--- src/dblcpm_pkg.sv ---
package dblcpm_pkg;

   // direct register addresses of the two line i/o control registers
   localparam logic [15:0] ADDR_IOCTL_CH6 = 16'h7F01;
   localparam logic [15:0] ADDR_IOCTL_CH10 = 16'hBF01;

   // indirect access: page byte then offset byte
   localparam logic [7:0] IND_PAGE_CH6 = 8'h7E;
   localparam logic [7:0] IND_PAGE_CH10 = 8'hBE;
   localparam logic [7:0] IND_OFS_IOCTL = 8'h01;

   // line i/o control fields
   localparam int IOCTL_BIT_INVERT = 0;
   localparam int IOCTL_BIT_CLK_STATE = 7;
   localparam logic [7:0] IOCTL_RESET = 8'h00;
   localparam logic [7:0] IOCTL_RW_MASK = 8'h7F;
   localparam logic [7:0] RDATA_UNMAPPED = 8'h00;

   // drop bus geometry
   localparam int DROP_W = 8;
   localparam int DROP_BIT_SHARED_CH6 = 6;
   localparam int DROP_BIT_SHARED_CH10 = 7;
   localparam logic [DROP_W-1:0] DROP_RESET = 8'h00;

   // channel slots in the per-channel vectors
   localparam int SLOT_CH6 = 0;
   localparam int SLOT_CH10 = 1;
   localparam int NUM_LINE_CH = 2;

   // external clock inputs sampled by the core clock
   localparam int EXT_DROP_CLK = 0;
   localparam int EXT_LINE_CH6 = 1;
   localparam int EXT_LINE_CH10 = 2;
   localparam int NUM_EXT = 3;

   // timing: core clock and the fastest expected link clock
   localparam int CLK_PERIOD_NS = 10;
   localparam int LINK_PERIOD_NS = 160;
   localparam int LINK_HALF_CYCLES = (LINK_PERIOD_NS / 2) / CLK_PERIOD_NS;

   // buffer depth
   localparam int BUF_DEPTH = 2;

   typedef struct packed {
      logic [15:0] addr;
      logic [7:0] wdata;
      logic wr;
      logic rd;
      logic indirect;
   } dblcpm_up_req_t;

   typedef struct packed {
      logic [7:0] rdata;
      logic ack;
   } dblcpm_up_rsp_t;

endpackage : dblcpm_pkg

--- src/dblcpm_buf.sv ---
`timescale 1ns/1ps

// two-entry buffer; full and empty are exact, so a stalled sink fills it
module dblcpm_buf #(
   parameter int W = 8
) (
   // clock and reset
   input wire logic clock,
   input wire logic rstn,
   // fill side
   input wire logic [W-1:0] in_data,
   input wire logic in_valid,
   output logic in_ready,
   // drain side
   output logic [W-1:0] out_data,
   output logic out_valid,
   input wire logic out_ready
);

   logic [W-1:0] mem_r [2];
   logic wptr_r;
   logic rptr_r;
   logic [1:0] count_r;
   logic [1:0] count_nxt;
   logic in_ready_r;
   wire push = in_valid && in_ready;
   wire pop = out_valid && out_ready;

   // ready is registered so the fill-side ready leaves the block from a flop
   assign in_ready = in_ready_r;
   assign out_valid = (count_r != 2'h0);
   assign out_data = mem_r[rptr_r];
   assign count_nxt = count_r + {1'b0, push} - {1'b0, pop};

   always_ff @(posedge clock) begin
      if (!rstn) begin
         wptr_r <= 1'b0;
         rptr_r <= 1'b0;
         count_r <= 2'h0;
         in_ready_r <= 1'b1;
      end else begin
         count_r <= count_nxt;
         in_ready_r <= (count_nxt != 2'h2);
         if (push) wptr_r <= ~wptr_r;
         if (pop) rptr_r <= ~rptr_r;
      end
   end

   always_ff @(posedge clock) begin
      if (push) mem_r[wptr_r] <= in_data;
   end

endmodule : dblcpm_buf

--- src/dblcpm_top.sv ---
`timescale 1ns/1ps

// Function
// RULE1 - pin6 carries drop bit6 or ch6 clock
// RULE2 - pin7 carries drop bit7 or ch10 clock
// RULE3 - drop bus updates on drop clock rise
// RULE4 - drop bus eight bits, bit7 msb
// RULE5 - line mode outputs ds3/e3/sts-1 rate clock
// RULE6 - line data updates on clock rise by default
// RULE7 - ch6 invert bit selects falling-edge update
// RULE8 - ch10 invert bit selects falling-edge update
// RULE9 - sts-1 mode ignores invert, always rising
// RULE10 - control registers reachable direct and indirect
// RULE11 - invert bit resets to zero
module dblcpm_top (
   // clock and reset
   input wire logic clock,
   input wire logic rstn,
   // microprocessor register port
   input wire dblcpm_pkg::dblcpm_up_req_t up_req,
   output dblcpm_pkg::dblcpm_up_rsp_t up_rsp,
   // mode controls from the framer configuration
   input wire logic tbus_ch2_enable,
   input wire logic sts1_mode_ch6,
   input wire logic sts1_mode_ch10,
   // drop word stream from the telecom bus core
   input wire logic [7:0] drop_word_data,
   input wire logic drop_word_valid,
   output logic drop_word_ready,
   // clocks arriving from outside the core domain
   input wire logic drop_bus_ch2_clock,
   input wire logic line_rate_clock_ch6,
   input wire logic line_rate_clock_ch10,
   // serial line data from the framers
   input wire logic line_tx_bit_ch6,
   input wire logic line_tx_bit_ch10,
   // pins
   output logic [5:0] drop_bus_ch2_bits5_0,
   output logic drop_bus_ch2_bit6,
   output logic drop_bus_ch2_bit7,
   output logic line_data_out_ch6,
   output logic line_data_out_ch10
);

   // external clock sampling
   logic [dblcpm_pkg::NUM_EXT-1:0] ext_raw;
   logic [dblcpm_pkg::NUM_EXT-1:0] sync1_r;
   logic [dblcpm_pkg::NUM_EXT-1:0] sync2_r;
   logic [dblcpm_pkg::NUM_EXT-1:0] sync3_r;
   logic [dblcpm_pkg::NUM_EXT-1:0] level_r;
   logic [dblcpm_pkg::NUM_EXT-1:0] level_nxt;
   logic [dblcpm_pkg::NUM_EXT-1:0] level_d_r;
   logic [dblcpm_pkg::NUM_EXT-1:0] rise;
   logic [dblcpm_pkg::NUM_EXT-1:0] fall;

   assign ext_raw[dblcpm_pkg::EXT_DROP_CLK] = drop_bus_ch2_clock;
   assign ext_raw[dblcpm_pkg::EXT_LINE_CH6] = line_rate_clock_ch6;
   assign ext_raw[dblcpm_pkg::EXT_LINE_CH10] = line_rate_clock_ch10;

   // a level change is accepted only once stages two and three agree
   assign level_nxt = (sync2_r & sync3_r) | (level_r & (sync2_r | sync3_r));
   assign rise = level_r & ~level_d_r;
   assign fall = ~level_r & level_d_r;

   always_ff @(posedge clock) begin
      if (!rstn) begin
         sync1_r <= '0;
         sync2_r <= '0;
         sync3_r <= '0;
      end else begin
         sync1_r <= ext_raw;
         sync2_r <= sync1_r;
         sync3_r <= sync2_r;
      end
   end

   always_ff @(posedge clock) begin
      if (!rstn) begin
         level_r <= '0;
         level_d_r <= '0;
      end else begin
         level_r <= level_nxt;
         level_d_r <= level_r;
      end
   end

   // register port decode
   logic [7:0] ioctl_r [dblcpm_pkg::NUM_LINE_CH];
   logic [7:0] rdata_r;
   logic [7:0] rdata_nxt;
   logic ack_r;

   wire [7:0] up_page = up_req.addr[15:8];
   wire [7:0] up_ofs = up_req.addr[7:0];
   wire direct_ch6 = !up_req.indirect && (up_req.addr == dblcpm_pkg::ADDR_IOCTL_CH6);
   wire direct_ch10 = !up_req.indirect && (up_req.addr == dblcpm_pkg::ADDR_IOCTL_CH10);
   wire ind_ch6 = up_req.indirect && (up_page == dblcpm_pkg::IND_PAGE_CH6)
                  && (up_ofs == dblcpm_pkg::IND_OFS_IOCTL);
   wire ind_ch10 = up_req.indirect && (up_page == dblcpm_pkg::IND_PAGE_CH10)
                   && (up_ofs == dblcpm_pkg::IND_OFS_IOCTL);
   wire hit_ch6 = direct_ch6 || ind_ch6; // [RULE10]
   wire hit_ch10 = direct_ch10 || ind_ch10; // [RULE10]
   wire [dblcpm_pkg::NUM_LINE_CH-1:0] hit = {hit_ch10, hit_ch6};
   wire [dblcpm_pkg::NUM_LINE_CH-1:0] wr_hit = hit & {2{up_req.wr}};
   wire strobe = up_req.wr || up_req.rd;

   // bit 7 reads back the live line clock level; it cannot be written
   wire [7:0] rd_view_ch6 = {level_r[dblcpm_pkg::EXT_LINE_CH6],
                             ioctl_r[dblcpm_pkg::SLOT_CH6][6:0]};
   wire [7:0] rd_view_ch10 = {level_r[dblcpm_pkg::EXT_LINE_CH10],
                              ioctl_r[dblcpm_pkg::SLOT_CH10][6:0]};

   assign rdata_nxt = !up_req.rd ? rdata_r :
                      hit_ch6 ? rd_view_ch6 :
                      hit_ch10 ? rd_view_ch10 :
                      dblcpm_pkg::RDATA_UNMAPPED;

   genvar g;
   generate
      for (g = 0; g < dblcpm_pkg::NUM_LINE_CH; g++) begin : g_ioctl
         always_ff @(posedge clock) begin
            if (!rstn) begin
               ioctl_r[g] <= dblcpm_pkg::IOCTL_RESET; // [RULE11]
            end else if (wr_hit[g]) begin
               ioctl_r[g] <= up_req.wdata & dblcpm_pkg::IOCTL_RW_MASK;
            end
         end
      end
   endgenerate

   always_ff @(posedge clock) begin
      if (!rstn) begin
         rdata_r <= dblcpm_pkg::RDATA_UNMAPPED;
         ack_r <= 1'b0;
      end else begin
         rdata_r <= rdata_nxt;
         ack_r <= strobe;
      end
   end

   assign up_rsp = '{rdata: rdata_r, ack: ack_r};

   // drop bus path
   logic [7:0] buf_data;
   logic buf_valid;
   logic buf_pop;
   logic [dblcpm_pkg::DROP_W-1:0] drop_r;

   // the buffer absorbs words while the slow drop clock has not yet ticked
   dblcpm_buf #(
      .W(dblcpm_pkg::DROP_W)
   ) u_buf (
      .clock(clock),
      .rstn(rstn),
      .in_data(drop_word_data),
      .in_valid(drop_word_valid),
      .in_ready(drop_word_ready),
      .out_data(buf_data),
      .out_valid(buf_valid),
      .out_ready(buf_pop)
   );

   wire drop_tick = rise[dblcpm_pkg::EXT_DROP_CLK] && tbus_ch2_enable;
   assign buf_pop = drop_tick; // [RULE3]

   // without a word the bus holds its last value rather than glitching
   always_ff @(posedge clock) begin
      if (!rstn) begin
         drop_r <= dblcpm_pkg::DROP_RESET;
      end else if (drop_tick && buf_valid) begin
         drop_r <= buf_data; // [RULE3] [RULE4]
      end
   end

   // line data edge selection
   logic [dblcpm_pkg::NUM_LINE_CH-1:0] sts1_mode;
   logic [dblcpm_pkg::NUM_LINE_CH-1:0] invert_bit;
   logic [dblcpm_pkg::NUM_LINE_CH-1:0] use_fall;
   logic [dblcpm_pkg::NUM_LINE_CH-1:0] line_rise;
   logic [dblcpm_pkg::NUM_LINE_CH-1:0] line_fall;
   logic [dblcpm_pkg::NUM_LINE_CH-1:0] line_upd;
   logic [dblcpm_pkg::NUM_LINE_CH-1:0] line_bit;
   logic [dblcpm_pkg::NUM_LINE_CH-1:0] line_out_r;

   assign sts1_mode = {sts1_mode_ch10, sts1_mode_ch6};
   assign line_bit = {line_tx_bit_ch10, line_tx_bit_ch6};
   assign invert_bit[dblcpm_pkg::SLOT_CH6] =
      ioctl_r[dblcpm_pkg::SLOT_CH6][dblcpm_pkg::IOCTL_BIT_INVERT]; // [RULE7]
   assign invert_bit[dblcpm_pkg::SLOT_CH10] =
      ioctl_r[dblcpm_pkg::SLOT_CH10][dblcpm_pkg::IOCTL_BIT_INVERT]; // [RULE8]
   assign line_rise = {rise[dblcpm_pkg::EXT_LINE_CH10], rise[dblcpm_pkg::EXT_LINE_CH6]};
   assign line_fall = {fall[dblcpm_pkg::EXT_LINE_CH10], fall[dblcpm_pkg::EXT_LINE_CH6]};

   // sts-1 forces the rising edge whatever the invert bit holds
   assign use_fall = invert_bit & ~sts1_mode; // [RULE7] [RULE8] [RULE9]
   assign line_upd = (use_fall & line_fall) | (~use_fall & line_rise); // [RULE6]

   generate
      for (g = 0; g < dblcpm_pkg::NUM_LINE_CH; g++) begin : g_line
         always_ff @(posedge clock) begin
            if (!rstn) begin
               line_out_r[g] <= 1'b0;
            end else if (line_upd[g]) begin
               line_out_r[g] <= line_bit[g]; // [RULE6]
            end
         end
      end
   endgenerate

   // shared pin selection
   logic pin6_r;
   logic pin7_r;
   logic [5:0] drop_lo_r;
   logic data6_r;
   logic data10_r;

   // line clock copies the filtered rate clock; one core cycle of jitter
   wire pin6_nxt = tbus_ch2_enable ? drop_r[dblcpm_pkg::DROP_BIT_SHARED_CH6]
                                   : level_r[dblcpm_pkg::EXT_LINE_CH6]; // [RULE1] [RULE5]
   wire pin7_nxt = tbus_ch2_enable ? drop_r[dblcpm_pkg::DROP_BIT_SHARED_CH10]
                                   : level_r[dblcpm_pkg::EXT_LINE_CH10]; // [RULE2] [RULE5]

   // data leaves one core cycle after the pin edge, well inside half a line period
   always_ff @(posedge clock) begin
      if (!rstn) begin
         pin6_r <= 1'b0;
         pin7_r <= 1'b0;
         drop_lo_r <= '0;
         data6_r <= 1'b0;
         data10_r <= 1'b0;
      end else begin
         pin6_r <= pin6_nxt;
         pin7_r <= pin7_nxt;
         drop_lo_r <= drop_r[5:0]; // [RULE4]
         data6_r <= line_out_r[dblcpm_pkg::SLOT_CH6];
         data10_r <= line_out_r[dblcpm_pkg::SLOT_CH10];
      end
   end

   assign drop_bus_ch2_bits5_0 = drop_lo_r;
   assign drop_bus_ch2_bit6 = pin6_r;
   assign drop_bus_ch2_bit7 = pin7_r;
   assign line_data_out_ch6 = data6_r;
   assign line_data_out_ch10 = data10_r;

endmodule : dblcpm_top

--- config.mk ---
export PLATFORM = sky130hd
export DESIGN_NAME = dblcpm_top
export DESIGN_NICKNAME = d
export VERILOG_FILES = /design/src/dblcpm_pkg.sv /design/src/dblcpm_buf.sv /design/src/dblcpm_top.sv
export SDC_FILE = /design/constraint.sdc
export NUM_CORES = 1
export LEC_CHECK = 0
export ABC_AREA = 1
export BUFFER_PORTS_ARGS = -buffer_cell sky130_fd_sc_hd__buf_2
export CAP_MARGIN = 20
export CORE_ASPECT_RATIO = 2
export CORE_UTILIZATION = 56
export CTS_BUF_LIST = sky130_fd_sc_hd__clkbuf_4
export DETAILED_ROUTE_END_ITERATION = 8
export PLACE_DENSITY = 0.85
export SYNTH_ARGS = -nofsm -noshare
export SYNTH_HDL_FRONTEND = slang
export SYNTH_HIERARCHICAL = 1
export SYNTH_SLANG_ARGS = --single-unit
export TNS_END_PERCENT = 1
--- constraint.sdc ---
create_clock -name clock -period 2.15 [get_ports clock]
set_clock_uncertainty 0.05 [all_clocks]
set_input_delay 0.1075 -clock clock [delete_from_list [all_inputs] [get_ports clock]]
set_output_delay 0.1075 -clock clock [all_outputs]
set_load 0.01 [all_outputs]
==> out/metrics.csv, run 1 <==
stage,metric,value,unit
run_status,status,"finished, final reports clean",
sta,worst slew pin tran,696,ps
floorplan,die height,110,um
floorplan,die width,55.8,um
floorplan,std cell rows,38,
grt,Total GRT Usage,21.6,%
critical_path,worst setup path startpoint,level_r[0]$_SDFF_PN0_,
synth,Synthesized Nets,402,
drt,Detail Route Antenna Nets,0,
synth,"Seq/Total Area, Yosys",58.7,%
critical_path,CP arrival,1930,ps
critical_path,kind of end point of the critical path,register,
cells_and_area,layout cell share with drive strength beyond 1,23.9,%
synth,ys async rst share,0,%
floorplan,I/O Pins,66,
synth,share of the synthesized area in the top cell type,30.9,%
clock_tree,H-tree depth,3,
drt,initial drt markers,83,
clock_tree,CTS tree,done,
floorplan,die area,0.00611,mm^2
power,Power per Cell Area,658,mW/mm^2
placed_design,Place WS,524,ps
critical_path,end point of the critical path,u_buf/count_r[1]$_SDFF_PN0_,
sta,"Setup violations, final",0,
drt,DR vias/cell,4.96,
sta,Slew Limit Fails,0,
sta,slew margin rel.,53.4,%
drt,WL/cell,11.9,um
critical_path,"setup slack, reg-to-reg",480,ps
synth,Post-synth EDFFs,30,
clock_tree,Root Driver,clkbuf_4,
sta,unrepaired setup endpoints after global routing,false,
synth,#FFs+latches synth,80,
clock_tree,post-CTS sizing,0,
cells_and_area,Final Net Count,494,
sta,final worst path period need,1670,ps
sta,final hold violation count,0,
synth,average cell area after synthesis,9.13,um^2
synth,cell taking the most area after synthesis,dfxtp_1,
critical_path,critical path peak fanout,3,
cells_and_area,Layout area overhead,21.6,%
cells_and_area,Util after Layout,71.4,%
synth,Post-Syn Instances,355,
synth,"top cells by area, synth","dfxtp_1, edfxtp_1, nand2_1",
synth,"top cells by count, synth","nand2_1, inv_1, dfxtp_1",
grt,largest net degree at the start of global routing,19,
drt,# DRC,0,
synth,Synth warnings,6,
synth,most numerous cell in the Yosys netlist,nand2_1,
placed_design,HPWL after detailed placement,4.50,mm
clock_tree,CTS Buf Count,9,
synth,main flop type after synthesis,dfxtp_1,
critical_path,reg2reg end,u_buf/count_r[1]$_SDFF_PN0_,
synth,synth unique cells,28,
sta,Setup TNS,0,ps
grt,vias in the first global route,2418,
critical_path,RR Startpoint,level_r[0]$_SDFF_PN0_,
critical_path,CP Class,register to register,
critical_path,CP Launch Type,register,
drt,DR vias,2534,
clock_tree,CTS Buffer Depth,2,
drt,TritonRoute pass-1 iters,5,
clock_tree,CTS Sinks,80,
placed_design,IO buf count,64,
clock_tree,setup bufs post-CTS,0,
grt,antenna violations before repair,0,
synth,Post-Syn Area,0.00324,mm^2
power,Worst VDD drop,0.518,mV
grt,global-route wire length before repair,9.87,mm
min_path,worst min-delay path class,input port to register,
power,Leak,1.92,nW
critical_path,depth of the most critical reg-to-reg path,12,
clock_tree,"Reg clk slew, reported paths",110,ps
cells_and_area,ant diodes,0,
sta,Tcrit/Tclk final,77.8,%
sta,final worst slack,477,ps
clock_tree,worst skew pair latency,400,ps
floorplan,core area,0.00552,mm^2
sta,Fmax achieved,0.598,GHz
cells_and_area,fillcell total,422,
drt,DRT Wirelength,6.10,mm
grt,GRT Residual Overflow,0,
run,MaxCap Viol Count,0,
placed_design,routability cong.,0.789,
floorplan,Initial Utilization,58.8,%
critical_path,Worst Path Required,2410,ps
cells by family after synthesis:
kind of cell | after synthesis | synth area share (%)
flip-flops | 80 | 58.7
buffers and inverters | 74 | 9.03
AND/OR/NAND/NOR | 166 | 24.9
AO/OA/AOI/OAI | 26 | 4.17
adder cells (fa/ha/maj) | 1 | 0.386
multiplexers | 8 | 2.78
what timing repair did:
action | 4_1_cts | 5_1_grt
hold buffers | 22 | 0
endpoints found under the hold margin | 38 | 0
setup endpoints to repair | 0 | 0
sequential cells by signal, indices dropped and copies added, names as in the netlist, named ones only:
| signal | count |
|---|---|
| ioctl_r | 14 |
| drop_bus_ch2_bits5_0 | 6 |
| sync3_r | 3 |
| u_buf/wptr_r | 1 |
| u_buf/count_r | 2 |
| rdata_r | 8 |
| u_buf/rptr_r | 1 |
| drop_r | 8 |
| sync1_r | 3 |
| drop_bus_ch2_bit7 | 1 |
| line_out_r | 2 |
| line_data_out_ch6 | 1 |
| u_buf/mem_r | 16 |
| level_r | 3 |
| level_d_r | 3 |
| drop_bus_ch2_bit6 | 1 |
| sync2_r | 3 |
| u_buf/in_ready | 1 |
| ack_r | 1 |
| line_data_out_ch10 | 1 |
routing by layer:
layer / vias up / part of all wire (%) / global-route usage, %
met5: - / 0 / 0
li1: 1318 / - / -
met4: 0 / 1.3 / 11.4
met2: 69 / 59 / 44.3
met3: 9 / 3.6 / 3.53
met1: 1138 / 36 / 19.3
worst max-delay path, stage by stage (launching register included):
cell and delay (ps):
dfxtp_1 360, nand2_1 70, nor2_2 90, inv_1 80, o21ai_0 170, nand2_1 80
ha_1 210, inv_1 100, nand2_1 70, nand2_1 70, nand3_1 100, nand2_1 90
nor2_2 30
power by group:
part | switching, mW | internal (mW) | leakage [nW]
Sequential | 0.0246 | 1.63 | 0.690
Clock | 0.455 | 0.214 | 0.0517
Combinational | 0.151 | 0.115 | 1.18
how the worst min path moves through the flow:
stage                             start                          to  slack [ps]  cells after the start
floorplan                          rstn   u_buf/in_ready$_SDFF_PN1_         150                      1
global placement    line_rate_clock_ch6       sync1_r[1]$_SDFF_PN0_         240                      3
detailed placement  line_rate_clock_ch6       sync1_r[1]$_SDFF_PN0_         240                      3
CTS                      sts1_mode_ch10  line_out_r[1]$_SDFFE_PN0P_          20                      6
global route             sts1_mode_ch10  line_out_r[1]$_SDFFE_PN0P_          50                      6
finish                   sts1_mode_ch10  line_out_r[1]$_SDFFE_PN0P_          60                      6
cell usage in the layout (no fill, tap or decap), types with 9 or more instances in the layout:
| cell type | instances |
|---|---|
| nor2_2 | 12 |
| nor2_1 | 38 |
| buf_2 | 64 |
| dlygate4sd3_1 | 22 |
| nand4_1 | 19 |
| nand3_1 | 20 |
| nand2_1 | 63 |
| clkbuf_4 | 9 |
| a21oi_1 | 15 |
| dfxtp_1 | 50 |
| inv_1 | 59 |
| edfxtp_1 | 30 |
metrics by stage:
stage | cell area, um^2 | power (mW) | cells | hold WS (ps)
after global routing | 3940 | 2.72 | 511 | 48.9
final | 3940 | 2.59 | 511 | 58.4
after floorplan | 3240 | 1.83 | 355 | 149
after detailed placement | 3620 | 1.93 | 474 | 245
after CTS | 3940 | 2.62 | 511 | 17.2
after global placement | 3620 | 1.91 | 474 | 241
area by class of cell:
type / instances / area, um^2 / share of cell area [%]
clock buffer: 9 / 67.6 / 1.71
multi-input combinational: 201 / 1050 / 26.5
clock inverter: 6 / 27.5 / 0.699
timing repair buffer: 92 / 586 / 14.9
inverter: 63 / 236 / 6.00
sequential: 80 / 1900 / 48.3
tap: 60 / 75.1 / 1.91
Note: power is estimated with default switching activity, not from simulation.
==> run 2: changes to the inputs <==
- ABC_AREA: 1 -> 0
- PLACE_DENSITY: 0.85 -> 0.86
- clock period: 2.15 -> 1.55 ns (I/O delays scaled with it)
==> run 2 against run 1 <==
Against the previous run: the flow now finishes with violations (setup timing); first-iteration DRC count decreased by 3.6%; final area decreased by 0.51%; largest cell class unchanged; critical endpoint is now u_buf/in_ready$_SDFF_PN1_; clock-buffer cell count unchanged.
==> out/metrics.csv, run 2 <==
stage,metric,value,unit,change
run_status,status,finished with violations,,"was finished, final reports clean"
run_status,violated checks,setup timing,,
sta,Tcrit/Tclk final,126,%,was 77.8%
synth,share of the synthesized area in the top cell type,33.1,%,was 30.9%
clock_tree,Root Driver,clkbuf_4,,unchanged
floorplan,Initial Utilization,58.4,%,was 58.8%
grt,antenna violations before repair,1,,was 0
cells_and_area,Largest regs,"u_buf/mem_r: 16 flops, ioctl_r: 14 flops",,unchanged
sta,slew margin rel.,66.9,%,was 53.4%
synth,average cell area after synthesis,11.8,um^2,was 9.13 um^2
floorplan,die height,106,um,was 110 um
synth,Synth warnings,6,,unchanged
synth,cell taking the most area after synthesis,dfxtp_1,,unchanged
sta,final worst path period need,1960,ps,was 1670 ps
grt,vias in the first global route,2373,,was 2418
clock_tree,"Reg clk slew, reported paths",130,ps,was 110 ps
sta,unrepaired setup endpoints after global routing,true,,was false
drt,WL/cell,15.7,um,was 11.9 um
synth,Post-Syn Instances,257,,was 355
sta,Worst Hold Slack,29.0,ps,was 58.4 ps
clock_tree,H-tree depth,3,,unchanged
synth,Post-Syn Area,0.00303,mm^2,was 0.00324 mm^2
cells_and_area,Final Net Count,411,,was 494
cells_and_area,"commonest non-fill, non-tap cell in the layout",buf_2,,unchanged
drt,TritonRoute pass-1 iters,4,,was 5
synth,ys async rst share,0,%,unchanged
grt,GRT Residual Overflow,0,,unchanged
drt,DR vias/cell,5.45,,was 4.96
synth,"Seq/Total Area, Yosys",62.8,%,was 58.7%
cells_and_area,largest reg by FF count,u_buf/mem_r,,unchanged
synth,Post-synth EDFFs,30,,unchanged
clock_tree,CTS Sinks,80,,unchanged
min_path,worst min-delay path class,input port to register,,unchanged
power,Tot Pwr,3.95,mW,was 2.59 mW
critical_path,CP arrival,2220,ps,was 1930 ps
placed_design,routability cong.,0.740,,was 0.789
clock_tree,setup bufs post-CTS,0,,unchanged
sta,worst slew pin tran,496,ps,was 696 ps
critical_path,kind of end point of the critical path,register,,unchanged
run,MaxCap Viol Count,0,,unchanged
sta,"Setup violations, final",2,,was 0
grt,Total GRT Usage,26.5,%,was 21.6%
synth,most numerous cell in the Yosys netlist,dfxtp_1,,was nand2_1
floorplan,I/O Pins,66,,unchanged
sta,Fmax achieved,0.511,GHz,was 0.598 GHz
sta,Slew Limit Fails,0,,unchanged
floorplan,std cell rows,37,,was 38
drt,# DRC,0,,unchanged
clock_tree,worst skew pair latency,430,ps,was 400 ps
sta,final worst slack,-407,ps,was 477 ps
power,Worst VDD drop,0.912,mV,was 0.518 mV
synth,"top cells by area, synth","dfxtp_1, edfxtp_1, and2_1",,"was dfxtp_1, edfxtp_1, nand2_1"
placed_design,HPWL after detailed placement,4.42,mm,was 4.50 mm
floorplan,die area,0.00572,mm^2,was 0.00611 mm^2
synth,#FFs+latches synth,80,,unchanged
grt,global-route wire length before repair,10.4,mm,was 9.87 mm
drt,DR vias,2333,,was 2534
floorplan,die width,54.0,um,was 55.8 um
clock_tree,CTS tree,done,,unchanged
critical_path,critical path peak fanout,3,,unchanged
power,Power per Cell Area,1010,mW/mm^2,was 658 mW/mm^2
placed_design,IO buf count,64,,unchanged
cells_and_area,most frequent cells in the layout,"buf_2, dfxtp_1, nand2_1",,"was buf_2, nand2_1, inv_1"
grt,largest net degree at the start of global routing,25,,was 19
drt,Detail Route Antenna Nets,0,,unchanged
cells_and_area,max reg flops,16,,unchanged
synth,synth unique cells,45,,was 28
cells_and_area,Layout area overhead,29.5,%,was 21.6%
critical_path,CP Class,register to register,,unchanged
power,Leak,1.62,nW,was 1.92 nW
drt,initial drt markers,80,,was 83
clock_tree,CTS Buffer Depth,2,,unchanged
critical_path,Worst Path Required,1820,ps,was 2410 ps
sta,final hold violation count,0,,unchanged
floorplan,core area,0.00518,mm^2,was 0.00552 mm^2
drt,DRT Wirelength,6.74,mm,was 6.10 mm
synth,"top cells by count, synth","dfxtp_1, nand2_1, edfxtp_1",,"was nand2_1, inv_1, dfxtp_1"
critical_path,CP Launch Type,register,,unchanged
clock_tree,CTS Buf Count,9,,unchanged
cells_and_area,layout cell share with drive strength beyond 1,32.0,%,was 23.9%
synth,Synthesized Nets,304,,was 402
synth,main flop type after synthesis,dfxtp_1,,unchanged
[run 2: changes by cell type after synthesis, moves of 6 or more]
cell and delta:
mux2_2 +6, nand2_1 -27, nand3_1 -19, nor2_1 -30
nand4_1 -19, a22oi_1 +8, mux2_1 -6, and2_1 +22
o31ai_1 +9, nor2_2 -12, inv_1 -56
[run 2: path summary, 6_finish.rpt]
check / from / to / slack, ps / cells after the start
max reg2reg: level_d_r[0]$_SDFF_PN0_ / u_buf/in_ready$_SDFF_PN1_ / -410 / 7
min reg2reg: line_out_r[0]$_SDFFE_PN0P_ / line_data_out_ch6$_SDFF_PN0_ / 380 / 2
max: level_d_r[0]$_SDFF_PN0_ / u_buf/in_ready$_SDFF_PN1_ / -410 / 7
min: sts1_mode_ch10 / line_out_r[1]$_SDFFE_PN0P_ / 30 / 4
[run 2: area by class of cell]
type	instances	area [um^2]
well taps	58	72.6
fillers	343	1260
flip-flops and latches	80	1900
clock buffers	9	67.6
diodes	1	2.50
multi-input cells	161	1050
repair buffers	109	721
inverters	3	11.3
clock inverters	7	86.3
[run 2: worst max-delay path, cell delays in order (launching register included)]
cell,delay [ps]
dfxtp_2,350
and3b_1,210
o21ai_2,80
xnor2_2,140
ha_2,180
xor2_1,150
or4b_1,500
a21o_1,190
[run 2: timing repair]
action                     4_1_cts  5_1_grt
setup endpoints to repair        2        2
gates resized for setup          0        3
gates cloned                     0        0
pin swaps                        0        1
hold buffers                    25        0
hold endpoints to repair        43        0
[run 2: report_power, final]
part           switching [mW]  internal, mW
Combinational           0.152         0.173
Clock                   0.707         0.641
Sequential             0.0245          2.25
Total                   0.884          3.06
[run 2: cells by family after synthesis]
logic type                 Yosys count  synth area share [%]
adders and majority gates            1                 0.413
buffers and inverters               16                  2.65
AOI/OAI and AO/OA                   42                  9.30
and+or+nand+nor                    104                  20.0
DFF                                 80                  62.8
xor gates and xnor gates             4                  1.16
muxes                               10                  3.64
[run 2: per-layer routing]
metal,vias up,global-route usage [%],routed length [um]
li1,1129,-,-
met1,1095,23.2,2230
met2,91,50.0,4030
met3,18,7.73,257
met4,0,12.3,225
met5,-,0,0
[run 2: per-stage QoR]
stage	setup slack (ps)	area [um^2]	instances	TNS (ps)	utilization, %
6_report	-407	3920	428	-656	75.6
5_1_grt	-462	3920	428	-767	75.6
4_1_cts	-409	3910	427	-667	75.3
3_5_place_dp	-377	3500	386	-589	67.5
3_3_place_gp	-322	3500	386	-484	67.5
2_1_floorplan	-298	3030	257	-3030	-
==> run 3: changes to the inputs <==
- ABC_AREA: 0 -> 1
- PLACE_DENSITY: 0.86 -> 0.85
==> run 3 against run 2 <==
Against the previous run: the run now ends clean; sequential cell count stayed put; die area rose by 6.9%; first-iteration DRC count fell by 31%; combinational power up 22%; critical path type unchanged; non-clock buffer count is 9 lower.
==> out/metrics.csv, run 3 (synthesis gave the netlist of run 1 again) <==
stage,metric,value,unit,change
run_status,status,"finished, final reports clean",,was finished with violations
critical_path,CP Launch Type,register,,unchanged
clock_tree,CTS Sinks,80,,unchanged
critical_path,Worst path depth,12,,was 7
critical_path,"setup slack, reg-to-reg",60,ps,was -410 ps
min_path,hold depth,4,,unchanged
critical_path,"delay-heaviest family, CP",simple AND/OR/NAND/NOR gates,,unchanged
sta,worst slew pin tran,452,ps,was 496 ps
drt,# DRC,0,,unchanged
clock_tree,CTS tree,done,,unchanged
grt,global-route wire length before repair,10.2,mm,was 10.4 mm
drt,WL/cell,11.9,um,was 15.7 um
sta,slew margin rel.,69.9,%,was 66.9%
power,Power per Cell Area,987,mW/mm^2,was 1010 mW/mm^2
floorplan,die height,110,um,was 106 um
drt,DR vias,2583,,was 2333
sta,Slew Limit Fails,0,,unchanged
critical_path,critical-path cell list,nand2_2 > nor2_4 > inv_2 > o21ai_2 > nand2_1 > ha_2 > inv_2 > nand2_2 > nand2_2 > nand3_2 > nand2_2 > nor2_2,,was and3b_1 > o21ai_2 > xnor2_2 > ha_2 > xor2_1 > or4b_1 > a21o_1
floorplan,std cell rows,38,,was 37
power,Worst VDD drop,1.08,mV,was 0.912 mV
cells_and_area,Layout area overhead,26.7,%,was 29.5%
critical_path,CP most frequent cell,nand2_2,,
grt,largest net degree at the start of global routing,24,,was 25
min_path,worst min-delay path class,input port to register,,unchanged
grt,Total GRT Usage,21.9,%,was 26.5%
sta,final worst slack,59.0,ps,was -407 ps
grt,GRT Residual Overflow,0,,unchanged
floorplan,Initial Utilization,58.8,%,was 58.4%
critical_path,depth of the most critical reg-to-reg path,12,,was 7
cells_and_area,max reg flops,16,,unchanged
cells_and_area,ant diodes,0,,was 1
critical_path,slowest CP cell,dfxtp_2,,was or4b_1
cells_and_area,Largest regs,"u_buf/mem_r: 16 flops, ioctl_r: 14 flops",,unchanged
placed_design,IO buf count,64,,unchanged
sta,Tcrit/Tclk final,96.2,%,was 126%
critical_path,kind of end point of the critical path,register,,unchanged
grt,antenna violations before repair,0,,was 1
floorplan,I/O Pins,66,,unchanged
placed_design,HPWL after detailed placement,4.30,mm,was 4.42 mm
critical_path,critical path peak fanout,3,,unchanged
critical_path,CP arrival,1770,ps,was 2220 ps
grt,vias in the first global route,2517,,was 2373
sta,"Setup violations, final",0,,was 2
cells_and_area,"commonest non-fill, non-tap cell in the layout",buf_2,,unchanged
cells_and_area,largest reg by FF count,u_buf/mem_r,,unchanged
sta,Fmax achieved,0.671,GHz,was 0.511 GHz
placed_design,routability cong.,0.838,,was 0.740
clock_tree,"Reg clk slew, reported paths",120,ps,was 130 ps
drt,initial drt markers,55,,was 80
clock_tree,CTS Buffer Depth,2,,unchanged
sta,final hold violation count,0,,unchanged
sta,final worst path period need,1490,ps,was 1960 ps
sta,unrepaired setup endpoints after global routing,true,,unchanged
cells_and_area,most frequent cells in the layout,"buf_2, nand2_1, inv_1",,"was buf_2, dfxtp_1, nand2_1"
drt,DR vias/cell,4.97,,was 5.45
floorplan,core area,0.00552,mm^2,was 0.00518 mm^2
clock_tree,H-tree depth,3,,unchanged
floorplan,die width,55.8,um,was 54.0 um
drt,Detail Route Antenna Nets,0,,unchanged
critical_path,Worst Path Required,1820,ps,about the same
cells_and_area,layout cell share with drive strength beyond 1,28.0,%,was 32.0%
sta,Setup TNS,0,ps,was -656 ps
power,Leak,2.00,nW,was 1.62 nW
drt,TritonRoute pass-1 iters,4,,unchanged
run,MaxCap Viol Count,0,,unchanged
placed_design,Place WS,-8.68,ps,was -377 ps
critical_path,CP Class,register to register,,unchanged
drt,DRT Wirelength,6.17,mm,was 6.74 mm
cells_and_area,Final Net Count,502,,was 411
clock_tree,worst skew pair latency,430,ps,about the same
clock_tree,Root Driver,clkbuf_4,,unchanged
cells_and_area,Util after Layout,74.4,%,was 75.6%
floorplan,die area,0.00611,mm^2,was 0.00572 mm^2
critical_path,WP buf/inv,2,,was 0
critical_path,crit-path max cell delay,350,ps,was 500 ps
clock_tree,CTS Buf Count,9,,unchanged
## run 3: cell count changes in the layout (fill, tap and decap cells not counted), sizes merged, moves of 8 or more
cell   change
nand2     +31
inv       +59
a22oi      -8
and2      -23
nor2      +45
nand4     +18
o31ai      -9
nand3     +20
## run 3: worst reg2reg max path: cells and delay by family (launching register included)
family                     cells  cell delay (ps)
DFF                            1              350
AOI/OAI and AO/OA              1              120
buffers and inverters          2              120
adders and majority gates      1              190
and+or+nand+nor                8              570
## run 3: area by class of cell
cell class,count,area [um^2]
flip-flops and latches,80,1900
inverters,63,236
clock buffers,12,90.1
fillers,408,1410
multi-input cells,201,1080
clock inverters,4,68.8
well taps,60,75.1
repair buffers,100,652
## run 3: per-layer routing
layer	share of wire [%]	vias up	global-route usage, %
li1	-	1335	-
met1	37	1171	19.4
met2	58	65	44.6
met3	3.1	12	4.00
met4	2.7	0	12.3
met5	0	-	0
## run 3: stage by stage
step	hold WS, ps	total power, mW	cells	instance area [um^2]
floorplan	119	2.54	355	3250
global placement	208	2.67	477	3660
detailed placement	213	2.68	477	3660
CTS	0.691	4.05	517	4050
global route	40.6	4.22	520	4110
finish	20.7	4.05	520	4110
## run 3: timing repair
item | CTS | global route
endpoints found under the hold margin | 38 | 0
gates resized for setup | 0 | 9
buffers inserted | 1 | 3
pin swaps | 1 | 6
setup endpoints to repair | 1 | 2
hold buffers | 23 | 0
## run 3: worst paths after layout
path	startpoint	end
hold / removal	up_req[1]	rdata_r[1]$_SDFFE_PN0P_
setup / recovery	level_r[0]$_SDFF_PN0_	u_buf/count_r[1]$_SDFF_PN0_
setup reg to reg	level_r[0]$_SDFF_PN0_	u_buf/count_r[1]$_SDFF_PN0_
hold reg to reg	sync1_r[1]$_SDFF_PN0_	sync2_r[1]$_SDFF_PN0_
## run 3: report_power, final
| group | internal (mW) | switching, mW | leakage, nW | total (mW) |
|---|---|---|---|---|
| clock | 0.703 | 0.651 | 0.0890 | 1.35 |
| sequential | 2.26 | 0.0349 | 0.691 | 2.30 |
| combinational | 0.175 | 0.224 | 1.22 | 0.399 |
| total | 3.14 | 0.909 | 2.00 | 4.05 |
